**config.mk**
```make
export PLATFORM = sky130hd
export DESIGN_NAME = bcb_cfg_regs
export DESIGN_NICKNAME = d
export VERILOG_FILES = /design/src/hw/bcb_pkg.sv /design/src/hw/bcb_cfg_regs.sv
export SDC_FILE = /design/constraint.sdc
export NUM_CORES = 1
export LEC_CHECK = 0
export BUFFER_PORTS_ARGS = -buffer_cell sky130_fd_sc_hd__buf_4
export CAP_MARGIN = 15
export CORE_MARGIN = 4
export CORE_UTILIZATION = 40
export CTS_BUF_LIST = sky130_fd_sc_hd__clkbuf_8
export DETAILED_ROUTE_END_ITERATION = 10
export GPL_TIMING_DRIVEN = 0
export SYNTH_ARGS = -nofsm -noshare
export SYNTH_HDL_FRONTEND = slang
export SYNTH_SLANG_ARGS = --single-unit
```
**constraint.sdc**
```tcl
create_clock -name clk_in -period 6.15 [get_ports clk_in]
set_clock_uncertainty 0.15 [all_clocks]
set_input_delay 0.615 -clock clk_in [delete_from_list [all_inputs] [get_ports clk_in]]
set_output_delay 0.615 -clock clk_in [all_outputs]
set_load 0.05 [all_outputs]
```
**src/hw/bcb_pkg.sv**
```systemverilog
// Constants, field layouts and carrier types of the bridge configuration header bank.
// Assumes one PCI clock domain and a configuration master that uses the plain register port.
package bcb_pkg;

    // Secondary functions, each with its own header register set.
    localparam int NUM_FUNC = 2;

    // Dword byte addresses of the covered header words.
    localparam logic [7:0] OFF_CACHE = 8'h0c;
    localparam logic [7:0] OFF_BUS   = 8'h18;
    localparam logic [7:0] OFF_IO    = 8'h1c;

    // Byte lanes inside a dword.
    localparam int LANE0 = 0;
    localparam int LANE1 = 1;
    localparam int LANE2 = 2;
    localparam int LANE3 = 3;

    // Read-only values.
    localparam logic [7:0] HDR_FUNC0     = 8'h81;
    localparam logic [7:0] HDR_FUNC1     = 8'h01;
    localparam logic [3:0] IO_ADDR32_IND = 4'h1;

    // Largest cache line size that the line logic accepts, in dwords.
    localparam logic [7:0] CLS_MAX = 8'h10;

    // Implied low bits of the I/O window bounds.
    localparam logic [11:0] IO_LOW_BOTTOM = 12'h000;
    localparam logic [11:0] IO_LOW_TOP    = 12'hfff;

    // Reset values of writable fields.
    localparam logic [7:0] RST_BYTE = 8'h00;
    localparam logic [3:0] RST_NIB  = 4'h0;

    // Per-function writable fields.
    typedef struct packed {
        logic [7:0] sub_bus;
        logic [7:0] sec_bus;
        logic [7:0] sec_lat;
        logic [3:0] io_bot_hi;
        logic [3:0] io_top_hi;
    } bcb_func_regs_t;

    // One configuration access from the primary-side master.
    typedef struct packed {
        logic [7:0]  addr;
        logic        func;
        logic [3:0]  be;
        logic [31:0] wdata;
        logic        wr;
        logic        rd;
    } bcb_cfg_req_t;

    // One I/O address presented for a forwarding decision.
    typedef struct packed {
        logic [31:0] addr;
        logic        valid;
    } bcb_io_req_t;

endpackage : bcb_pkg

```
**src/hw/bcb_cfg_regs.sv**
```systemverilog
// Type-1 configuration header words 0Ch, 18h and the low half of 1Ch for a bridge with two
// secondary functions, plus the timers and the I/O window decode that these fields steer.
// Assumes all inputs are synchronous to the PCI clock and that the upper 16 I/O address bits
// come from a register outside this block.
//
// Function
// - An 8-bit writable cache line size in dwords ends write-and-invalidate lines and sizes prefetches.
// - Bits 15:8 at 0Ch hold the primary latency value that loads a counter when the bridge starts a frame.
// - Function 0 returns a read-only header type of 81h.
// - Function 1 returns a read-only header type of 01h.
// - Bits 7:0 at 18h hold a writable primary bus number.
// - Each function holds a writable secondary bus number in bits 15:8 at 18h.
// - Each function holds a writable subordinate bus number in bits 23:16 at 18h.
// - Bits 31:24 at 18h hold a secondary latency in clocks that times out unclaimed secondary accesses.
// - The low nibbles of the I/O base and limit bytes read as 1 to show 32-bit I/O.
// - I/O base bits 7:4 give window bottom bits 15:12 and its bits 11:0 are zero.
// - I/O limit bits 15:12 give window top bits 15:12 and its bits 11:0 are all ones.
// - Window bits 31:16 come from the separate upper I/O register, not from these bytes.
// - The window bounds decide whether an I/O transaction is forwarded.
//
// Chosen here: the strobed register port.
`timescale 1ns/1ns

module bcb_cfg_regs
    import bcb_pkg::*;
(
    // Clock and reset.
    input  wire logic                 clk_in,
    input  wire logic                 rst_n_in,
    // Configuration register port.
    input  wire bcb_cfg_req_t         cfg_req_in,
    output logic [31:0]               cfg_rdata_out,
    // Cache line use by the memory datapath.
    input  wire logic                 line_idx_valid_in,
    input  wire logic [7:0]           line_idx_in,
    output logic                      line_end_out,
    output logic [7:0]                prefetch_dwords_out,
    // Primary master latency timer.
    input  wire logic                 prim_frame_start_in,
    input  wire logic                 prim_frame_active_in,
    output logic                      prim_lat_expired_out,
    // Secondary unclaimed-access timers, one per function.
    input  wire logic [NUM_FUNC-1:0]  sec_access_start_in,
    input  wire logic [NUM_FUNC-1:0]  sec_claimed_in,
    output logic [NUM_FUNC-1:0]       sec_unclaimed_out,
    // I/O window decode.
    input  wire logic [15:0]          io_bot_upper_in [NUM_FUNC],
    input  wire logic [15:0]          io_top_upper_in [NUM_FUNC],
    input  wire bcb_io_req_t          io_req_in,
    output logic                      io_dec_valid_out,
    output logic [NUM_FUNC-1:0]       io_in_window_out
);

    // Byte merge under a lane enable, used for every writable byte.
    function automatic logic [7:0] merge8(input logic [7:0] old_v, input logic [7:0] new_v,
                                          input logic en);
        merge8 = en ? new_v : old_v;
    endfunction : merge8

    // Write-data byte of a lane.
    function automatic logic [7:0] wbyte(input logic [31:0] d, input int lane);
        wbyte = d[8*lane +: 8];
    endfunction : wbyte

    // Shared fields.
    logic [7:0]      cls_ff;
    logic [7:0]      plat_ff;
    logic [7:0]      pbus_ff;
    // Per-function fields.
    bcb_func_regs_t  fregs_ff [NUM_FUNC];
    // A net, so that each field of a function may have its own continuous assignment.
    wire bcb_func_regs_t nxt_fregs [NUM_FUNC];
    // Read path.
    logic [31:0]     rd_data_ff;
    // Primary latency counter.
    logic [7:0]      plat_cnt_ff;
    logic            plat_run_ff;
    logic            plat_exp_ff;
    // Cache line outputs.
    logic            line_end_ff;
    // Secondary timers.
    logic [7:0]      sec_cnt_ff [NUM_FUNC];
    logic [NUM_FUNC-1:0] sec_run_ff;
    logic [NUM_FUNC-1:0] sec_unc_ff;
    // I/O decode outputs.
    logic            io_valid_ff;
    logic [NUM_FUNC-1:0] io_hit_ff;

    // Address decode.
    wire logic hit_cache = (cfg_req_in.addr == OFF_CACHE);
    wire logic hit_bus   = (cfg_req_in.addr == OFF_BUS);
    wire logic hit_io    = (cfg_req_in.addr == OFF_IO);
    wire logic wr_cache  = cfg_req_in.wr && hit_cache;
    wire logic wr_bus    = cfg_req_in.wr && hit_bus;
    wire logic wr_io     = cfg_req_in.wr && hit_io;

    // Shared field next values; the header type byte at lane 2 is never written.
    wire logic [7:0] nxt_cls  = merge8(cls_ff, wbyte(cfg_req_in.wdata, LANE0),
                                       wr_cache && cfg_req_in.be[LANE0]);
    wire logic [7:0] nxt_plat = merge8(plat_ff, wbyte(cfg_req_in.wdata, LANE1),
                                       wr_cache && cfg_req_in.be[LANE1]);
    wire logic [7:0] nxt_pbus = merge8(pbus_ff, wbyte(cfg_req_in.wdata, LANE0),
                                       wr_bus && cfg_req_in.be[LANE0]);

    // Per-function write and window decode.
    wire logic [31:0] io_bottom [NUM_FUNC];
    wire logic [31:0] io_top    [NUM_FUNC];
    wire logic [NUM_FUNC-1:0] io_hit_now;

    genvar f;
    generate
        for (f = 0; f < NUM_FUNC; f++) begin : g_func
            wire logic sel = (cfg_req_in.func == f[0]);
            wire logic [7:0] nxt_bot_byte = merge8({fregs_ff[f].io_bot_hi, IO_ADDR32_IND},
                                                   wbyte(cfg_req_in.wdata, LANE0),
                                                   sel && wr_io && cfg_req_in.be[LANE0]);
            wire logic [7:0] nxt_top_byte = merge8({fregs_ff[f].io_top_hi, IO_ADDR32_IND},
                                                   wbyte(cfg_req_in.wdata, LANE1),
                                                   sel && wr_io && cfg_req_in.be[LANE1]);
            assign nxt_fregs[f].sec_bus = merge8(fregs_ff[f].sec_bus, wbyte(cfg_req_in.wdata, LANE1),
                                                 sel && wr_bus && cfg_req_in.be[LANE1]);
            assign nxt_fregs[f].sub_bus = merge8(fregs_ff[f].sub_bus, wbyte(cfg_req_in.wdata, LANE2),
                                                 sel && wr_bus && cfg_req_in.be[LANE2]);
            assign nxt_fregs[f].sec_lat = merge8(fregs_ff[f].sec_lat, wbyte(cfg_req_in.wdata, LANE3),
                                                 sel && wr_bus && cfg_req_in.be[LANE3]);
            // Only the upper nibbles are stored; the low nibbles are constants.
            assign nxt_fregs[f].io_bot_hi = nxt_bot_byte[7:4];
            assign nxt_fregs[f].io_top_hi = nxt_top_byte[7:4];
            // Upper halves come from outside; these bytes supply only bits 15:12.
            assign io_bottom[f] = {io_bot_upper_in[f], fregs_ff[f].io_bot_hi, IO_LOW_BOTTOM};
            assign io_top[f]    = {io_top_upper_in[f], fregs_ff[f].io_top_hi, IO_LOW_TOP};
            assign io_hit_now[f] = io_req_in.valid && (io_req_in.addr >= io_bottom[f])
                                   && (io_req_in.addr <= io_top[f]);
        end
    endgenerate

    // Read mux; unmapped offsets and the status half of 1Ch read as zero.
    wire bcb_func_regs_t rsel = fregs_ff[cfg_req_in.func];
    wire logic [7:0] hdr_byte = cfg_req_in.func ? HDR_FUNC1 : HDR_FUNC0;
    wire logic [31:0] rd_cache = {8'h00, hdr_byte, plat_ff, cls_ff};
    wire logic [31:0] rd_bus   = {rsel.sec_lat, rsel.sub_bus, rsel.sec_bus, pbus_ff};
    wire logic [31:0] rd_io    = {16'h0000, rsel.io_top_hi, IO_ADDR32_IND,
                                  rsel.io_bot_hi, IO_ADDR32_IND};
    wire logic [31:0] rd_mux   = hit_cache ? rd_cache :
                                 hit_bus   ? rd_bus   :
                                 hit_io    ? rd_io    : 32'h0000_0000;
    wire logic [31:0] nxt_rd_data = cfg_req_in.rd ? rd_mux : 32'h0000_0000;

    // Cache line boundary; an illegal size disables line ends rather than guessing a length.
    wire logic [7:0] cls_mask  = cls_ff - 8'h01;
    wire logic       cls_legal = (cls_ff != 8'h00) && ((cls_ff & cls_mask) == 8'h00)
                                 && (cls_ff <= CLS_MAX);
    wire logic nxt_line_end = line_idx_valid_in && cls_legal
                              && ((line_idx_in & cls_mask) == cls_mask);

    // Primary latency counter: loads at frame start, counts down while the frame runs.
    wire logic       nxt_plat_run = prim_frame_start_in ? 1'b1 :
                                    (prim_frame_active_in ? plat_run_ff : 1'b0);
    wire logic [7:0] nxt_plat_cnt = prim_frame_start_in ? plat_ff :
                                    ((plat_run_ff && plat_cnt_ff != 8'h00) ?
                                     plat_cnt_ff - 8'h01 : plat_cnt_ff);
    wire logic nxt_plat_exp = plat_run_ff && prim_frame_active_in && !prim_frame_start_in
                              && (plat_cnt_ff == 8'h00);

    always_ff @(posedge clk_in) begin
        if (!rst_n_in) begin
            cls_ff      <= RST_BYTE;
            plat_ff     <= RST_BYTE;
            pbus_ff     <= RST_BYTE;
            rd_data_ff  <= 32'h0000_0000;
            plat_cnt_ff <= RST_BYTE;
            plat_run_ff <= 1'b0;
            plat_exp_ff <= 1'b0;
            line_end_ff <= 1'b0;
            io_valid_ff <= 1'b0;
            io_hit_ff   <= '0;
        end else begin
            cls_ff      <= nxt_cls;
            plat_ff     <= nxt_plat;
            pbus_ff     <= nxt_pbus;
            rd_data_ff  <= nxt_rd_data;
            plat_cnt_ff <= nxt_plat_cnt;
            plat_run_ff <= nxt_plat_run;
            plat_exp_ff <= nxt_plat_exp;
            line_end_ff <= nxt_line_end;
            io_valid_ff <= io_req_in.valid;
            io_hit_ff   <= io_hit_now;
        end
    end

    // Per-function storage and unclaimed-access timers.
    generate
        for (f = 0; f < NUM_FUNC; f++) begin : g_state
            wire logic claimed = sec_claimed_in[f];
            wire logic at_lim  = (sec_cnt_ff[f] == fregs_ff[f].sec_lat);
            wire logic nxt_run = sec_access_start_in[f] ? 1'b1 :
                                 ((claimed || at_lim) ? 1'b0 : sec_run_ff[f]);
            wire logic [7:0] nxt_cnt = sec_access_start_in[f] ? 8'h00 :
                                       (sec_run_ff[f] ? sec_cnt_ff[f] + 8'h01 : sec_cnt_ff[f]);
            wire logic nxt_unc = sec_run_ff[f] && !sec_access_start_in[f] && !claimed && at_lim;
            always_ff @(posedge clk_in) begin
                if (!rst_n_in) begin
                    fregs_ff[f]   <= '{RST_BYTE, RST_BYTE, RST_BYTE, RST_NIB, RST_NIB};
                    sec_cnt_ff[f] <= RST_BYTE;
                    sec_run_ff[f] <= 1'b0;
                    sec_unc_ff[f] <= 1'b0;
                end else begin
                    fregs_ff[f]   <= nxt_fregs[f];
                    sec_cnt_ff[f] <= nxt_cnt;
                    sec_run_ff[f] <= nxt_run;
                    sec_unc_ff[f] <= nxt_unc;
                end
            end
        end
    endgenerate

    // Outputs straight from flip-flops.
    assign cfg_rdata_out        = rd_data_ff;
    assign line_end_out         = line_end_ff;
    assign prefetch_dwords_out  = cls_ff;
    assign prim_lat_expired_out = plat_exp_ff;
    assign sec_unclaimed_out    = sec_unc_ff;
    assign io_dec_valid_out     = io_valid_ff;
    assign io_in_window_out     = io_hit_ff;
endmodule : bcb_cfg_regs

```
After elaboration in Yosys (flattened, before gate mapping)

Memory sizes are Yosys's and may differ from the RTL's.
Cells that the tools add are included.

Add/sub/neg operators: 4
Order comparisons: 5
Eq/ne operators: 7
Multiplexer cells: 32
Bitwise logic cells: 9
Reductions and logical operators: 54

Operators with widths:

| kind                | number |
|---|---|
| $mux 8              | 19 |
| $mux 32             | 3 |
| $ge 32x32->1        | 2 |
| $le 32x32->1        | 2 |
| $logic_and 1x1->1   | 38 |
| $eq 8x8->1          | 3 |
| $mux 24             | 1 |
| $add 8x1->8 const B | 2 |
| $and 8x8->8         | 2 |
| $eq 8x5->1 const B  | 2 |
| $logic_not 8->1     | 2 |
| $mux 16             | 1 |
| $reduce_bool 8->1   | 2 |
| $sub 8x1->8 const B | 2 |
| $eq 8x4->1 const B  | 1 |
| $le 8x5->1 const B  | 1 |
| $mux 1              | 8 |
| $reduce_bool 2->1   | 3 |
| $logic_not 1->1     | 5 |
| $or 1x1->1          | 4 |
| $not 1->1           | 3 |
| $reduce_or 3->1     | 1 |
| $logic_or 1x1->1    | 2 |
| $ne 2x2->1 const B  | 1 |
| $reduce_and 2->1    | 1 |

Flip-flop bits (word level): 74
Memory bits (writable): 80
Input port bits: 161
Output and inout bits: 47
Logic and storage cells: 128
Memories kept: 2

Memories:

| memory     | words | bits a word | read ports | clocked after memory_dff | wr ports | RTL line           | source |
|---|---|---|---|---|---|---|---|
| fregs_ff   | 2     | 32          | 3          | 0                        | 2        | bcb_cfg_regs.sv:70 | `bcb_func_regs_t fregs_ff [NUM_FUNC];` |
| sec_cnt_ff | 2     | 8           | 2          | 0                        | 2        | bcb_cfg_regs.sv:82 | `logic [7:0] sec_cnt_ff [NUM_FUNC];` |

Depth between registers and ports, before layout

Depth after elaboration: 7
Depth in mapped cells: 10
Gate-level depth less buffers: 10

Worst setup path before layout

No wires, ideal clock.

Path type: register -> register
Start point: register cls_ff[0], in the netlist prefetch_dwords_out[0]
End point: register line_end_ff, in the netlist line_end_out
Library setup time: 0.059 ns
Arrival time: 2.336 ns
Required time: 5.941 ns
Slack: 3.604 ns
Cell stages (with the launch flop): 9
Buffers on the path: 0
Period minus slack after synthesis: 2.546 ns
Cell sequence: dfxtp_1 > or3_1 > or3_1 > or3_1 > ha_1 > o22ai_1 > nor4_1 > and4_1 > and3_1

Cells in the longest elaborated chain, start to end: 7
Elaborated cells between the ends (all ways): 11
Classes of those cells: add/sub (1); order compare (1); eq/ne (1); bitwise (2); reduce/logical (6)

RTL lines:

| what                   | RTL line            | source |
|---|---|---|
| from (decl)            | bcb_cfg_regs.sv:66  | `logic [7:0] cls_ff;` |
| from (signal assigned) | bcb_cfg_regs.sv:178 | `cls_ff <= nxt_cls;` |
| $sub 8x1->8            | bcb_cfg_regs.sv:150 | `wire logic [7:0] cls_mask = cls_ff - 8'h01;` |
| $and 8x8->8            | bcb_cfg_regs.sv:151 | `wire logic cls_legal = (cls_ff != 8'h00) && ((cls_ff & cls_mask) == 8'h00)` |
| $logic_not 8->1        | bcb_cfg_regs.sv:151 |  |
| $logic_and 1x1->1      | bcb_cfg_regs.sv:151 |  |
| $logic_and 1x1->1      | bcb_cfg_regs.sv:152 | `&& (cls_ff <= CLS_MAX);` |
| $logic_and 1x1->1      | bcb_cfg_regs.sv:153 | `wire logic nxt_line_end = line_idx_valid_in && cls_legal` |
| $logic_and 1x1->1 *    | bcb_cfg_regs.sv:154 | `&& ((line_idx_in & cls_mask) == cls_mask);` |
| to (signal assigned)   | bcb_cfg_regs.sv:185 | `line_end_ff <= nxt_line_end;` |
| to (decl)              | bcb_cfg_regs.sv:80  | `logic line_end_ff;` |

Every way passes the cells marked *; elsewhere a longest branch is shown, timed or not.
A chain may end at the register's enable or synchronous reset.

Worst setup path in the final report

Same ends and word-level chain as after synthesis.

==> run summary <==
Max Clk Rate = 392 MHz
# rows = 53
Skew-Pair Late Insertion Delay = 0.45 ns
Die area = 24200 µm²
Setup TNS = 0 ns
# IOs = 208
Worst R2R Start = prefetch_dwords_out[0]
Power per Cell Area = 188 nW/µm²
Fin. Hold Viols = 0
# DRC = 0
CTS hold repair buffers = 0
Setup Buffers After CTS = 0
CTS tree = done
DP Worst Slack = 3.49 ns
Max-cap viol count = 0
Total power = 0.00206 W
Die W = 156 µm
Final Max Slew Viols = 0
Critical-path cell list = inv_1 > ha_1 > inv_1 > or3_1 > or3_1 > ha_1 > o22ai_1 > nor4_1 > and4_1 > and3_1
Post-synth cell types = 57
Hold Path Stages = 2
Setup crit start kind = register
Crit path buf inv count = 2
NumNets Final = 1416
Final setup vio count = 0
Worst Reg-to-Reg Cells = 10
Post-Layout Cell Count = 1451
Outcome = finished, final reports clean
Num CTS Buffers = 17
Min-delay src = sec_access_start_in[1]
Vias = 7199
First-pass GRT wire length = 36.9 mm
Crit path capture type = register
Leak pwr = 5.41 nW
Synth-to-Final Area Change = 26.3%
Share of layout cells above drive strength 1 = 0.232
Setup ws final = 3.60 ns
# resized after CTS = 0
RSZ-0062 raised after global routing = no
Hold Path End = sec_run_ff[1]
Syn Nets = 1191
R2r endpoint = line_end_out
Top_reg_cell synth = dfxtp_1
H-tree depth = 4
IO Port Bufs = 206
Clock Tree Buf Depth = 2
Initial antenna violation count = 0
Clk slew on worst S/H paths = 0.09 ns
Final ANT Viol Nets = 0
Drt pass-1 iters = 4
Max FO, Critical Path = 7
Clk root buf = clkbuf_8
Clock sinks = 154
Sequential area share after synthesis = 0.354
Yosys Warn Count = 0
Period utilisation layout = 0.415
Data required time at the worst endpoint = 6.39 ns
Post-synthesis average cell area = 9.29 µm²
RePlAce Congestion = 0.828
Mapped Area = 8710 µm²
Number of synthesized flops with an enable pin = 0
CP peak stage delay = 0.39 ns
Data arrival, critical path = 2.80 ns
DP HPWL = 19.1 mm
Largest net degree at the start of global routing = 17
Initial Utilization = 0.410
Async SR Flop Fraction = 0
Vias in the first global route = 7001
Worst reg2reg setup slack = 3.60 ns
# diodes = 0
Tightest Pin Transition = 0.651 ns
Max IR drop VDD = 126 µV
Slew margin rel. = 0.566
Routed Wire Length = 23.8 mm
Hold Crit Class = in -> reg
Wirelength per Cell = 16.4 µm
DR iter-0 viols = 353
Gr usage total = 0.192
Cell family with most CP delay = simple AND/OR/NAND/NOR gates
Fin crit period = 2.55 ns
Core Region = 21200 µm²
Flop and latch count out of synthesis = 154
Inst Count DP = 1419
Via density = 4.96
Slowest CP cell = dfxtp_1
Die Ht = 156 µm
Cells after Synth = 938
Crit Path Category = reg -> reg
Grt total ovfl = 0
cell type report:
cell class	count	area [µm²]
flip-flops and latches	154	3080
well taps	275	344
clock inverters	13	138
plain buffers	32	148
repair buffers	206	1550
clock buffers	19	262
fillers	2074	10200
multi-input cells	664	5150
inverters	88	330
cells in the final DEF (no fill, tap or decap), types with 6 or more instances in the layout:
master,instances
nand3_1,10
clkinv_4,7
a211oi_1,7
a22oi_1,8
buf_4,206
and3_1,10
ha_1,92
clkbuf_8,19
xor2_1,26
nand2_1,60
a21oi_1,48
and4_1,7
nor2_1,42
nor3_1,6
nor2b_1,91
nand4_1,18
mux2i_1,110
or3_1,10
buf_2,10
dfxtp_1,154
clkbuf_1,19
nor4_1,9
xnor2_1,7
inv_1,88
nand2b_1,10
o21ai_0,29
how the worst max path moves through the flow:
stage                      startpoint                end  cells after the start
2_1_floorplan  prefetch_dwords_out[0]       line_end_out                      8
3_3_place_gp           cfg_req_in[46]  cfg_rdata_out[10]                      8
3_5_place_dp           cfg_req_in[46]  cfg_rdata_out[10]                      8
4_1_cts        prefetch_dwords_out[0]       line_end_out                     10
5_1_grt        prefetch_dwords_out[0]       line_end_out                     10
6_report       prefetch_dwords_out[0]       line_end_out                     10
state kept, by name, summed over array words and instances (netlist names):
name / flops
fregs_ff: 64
cfg_rdata_out: 32
sec_cnt_ff: 16
pbus_ff: 8
plat_cnt_ff: 8
plat_ff: 8
prefetch_dwords_out: 8
io_in_window_out: 2
sec_run_ff: 2
sec_unclaimed_out: 2
io_dec_valid_out: 1
line_end_out: 1
plat_run_ff: 1
prim_lat_expired_out: 1
routing by layer:
layer	vias up	routed length [µm]	track usage
met3	25	1260	0.0352
met1	3288	11400	0.262
met2	178	10800	0.316
met5	-	0	0
met4	0	347	0.0496
li1	3708	-	-
report_power, final:
| group | internal [W] | leakage [nW] | switching [W] |
|---|---|---|---|
| Clock | 0.000352 | 0.196 | 0.000408 |
| Sequential | 0.00100 | 1.24 | 0.00000485 |
| Combinational | 0.000148 | 3.97 | 0.000147 |
stage by stage:
stage / instance area (µm²) / hold WS [ns] / utilization
floorplan: 8710 / 0.282 / -
global placement: 10600 / 0.313 / 0.500
detailed placement: 10600 / 0.309 / 0.500
finish: 11000 / 0.235 / 0.518
global route: 11000 / 0.210 / 0.518
CTS: 11000 / 0.208 / 0.518
cells by family after synthesis:
logic type / Yosys count / synth area share
AND/OR/NAND/NOR: 296 / 0.201
flip-flops: 154 / 0.354
AO/OA/AOI/OAI: 128 / 0.0922
buffers and inverters: 120 / 0.0549
multiplexers: 115 / 0.133
adder cells (fa/ha/maj): 92 / 0.132
XOR/XNOR: 33 / 0.0332
cell usage after synthesis (18+ instances only):
cell / instances / area share
mux2i_1: 110 / 0.13
inv_1: 88 / 0.038
a21oi_1: 48 / 0.028
nor2b_1: 91 / 0.065
o21ai_0: 29 / 0.017
dfxtp_1: 154 / 0.35
xor2_1: 26 / 0.026
clkbuf_1: 19 / 0.0082
nand2_1: 60 / 0.026
nor2_1: 42 / 0.018
ha_1: 92 / 0.13
nand4_1: 18 / 0.013
No activity file was read; power rests on OpenSTA's default activity.
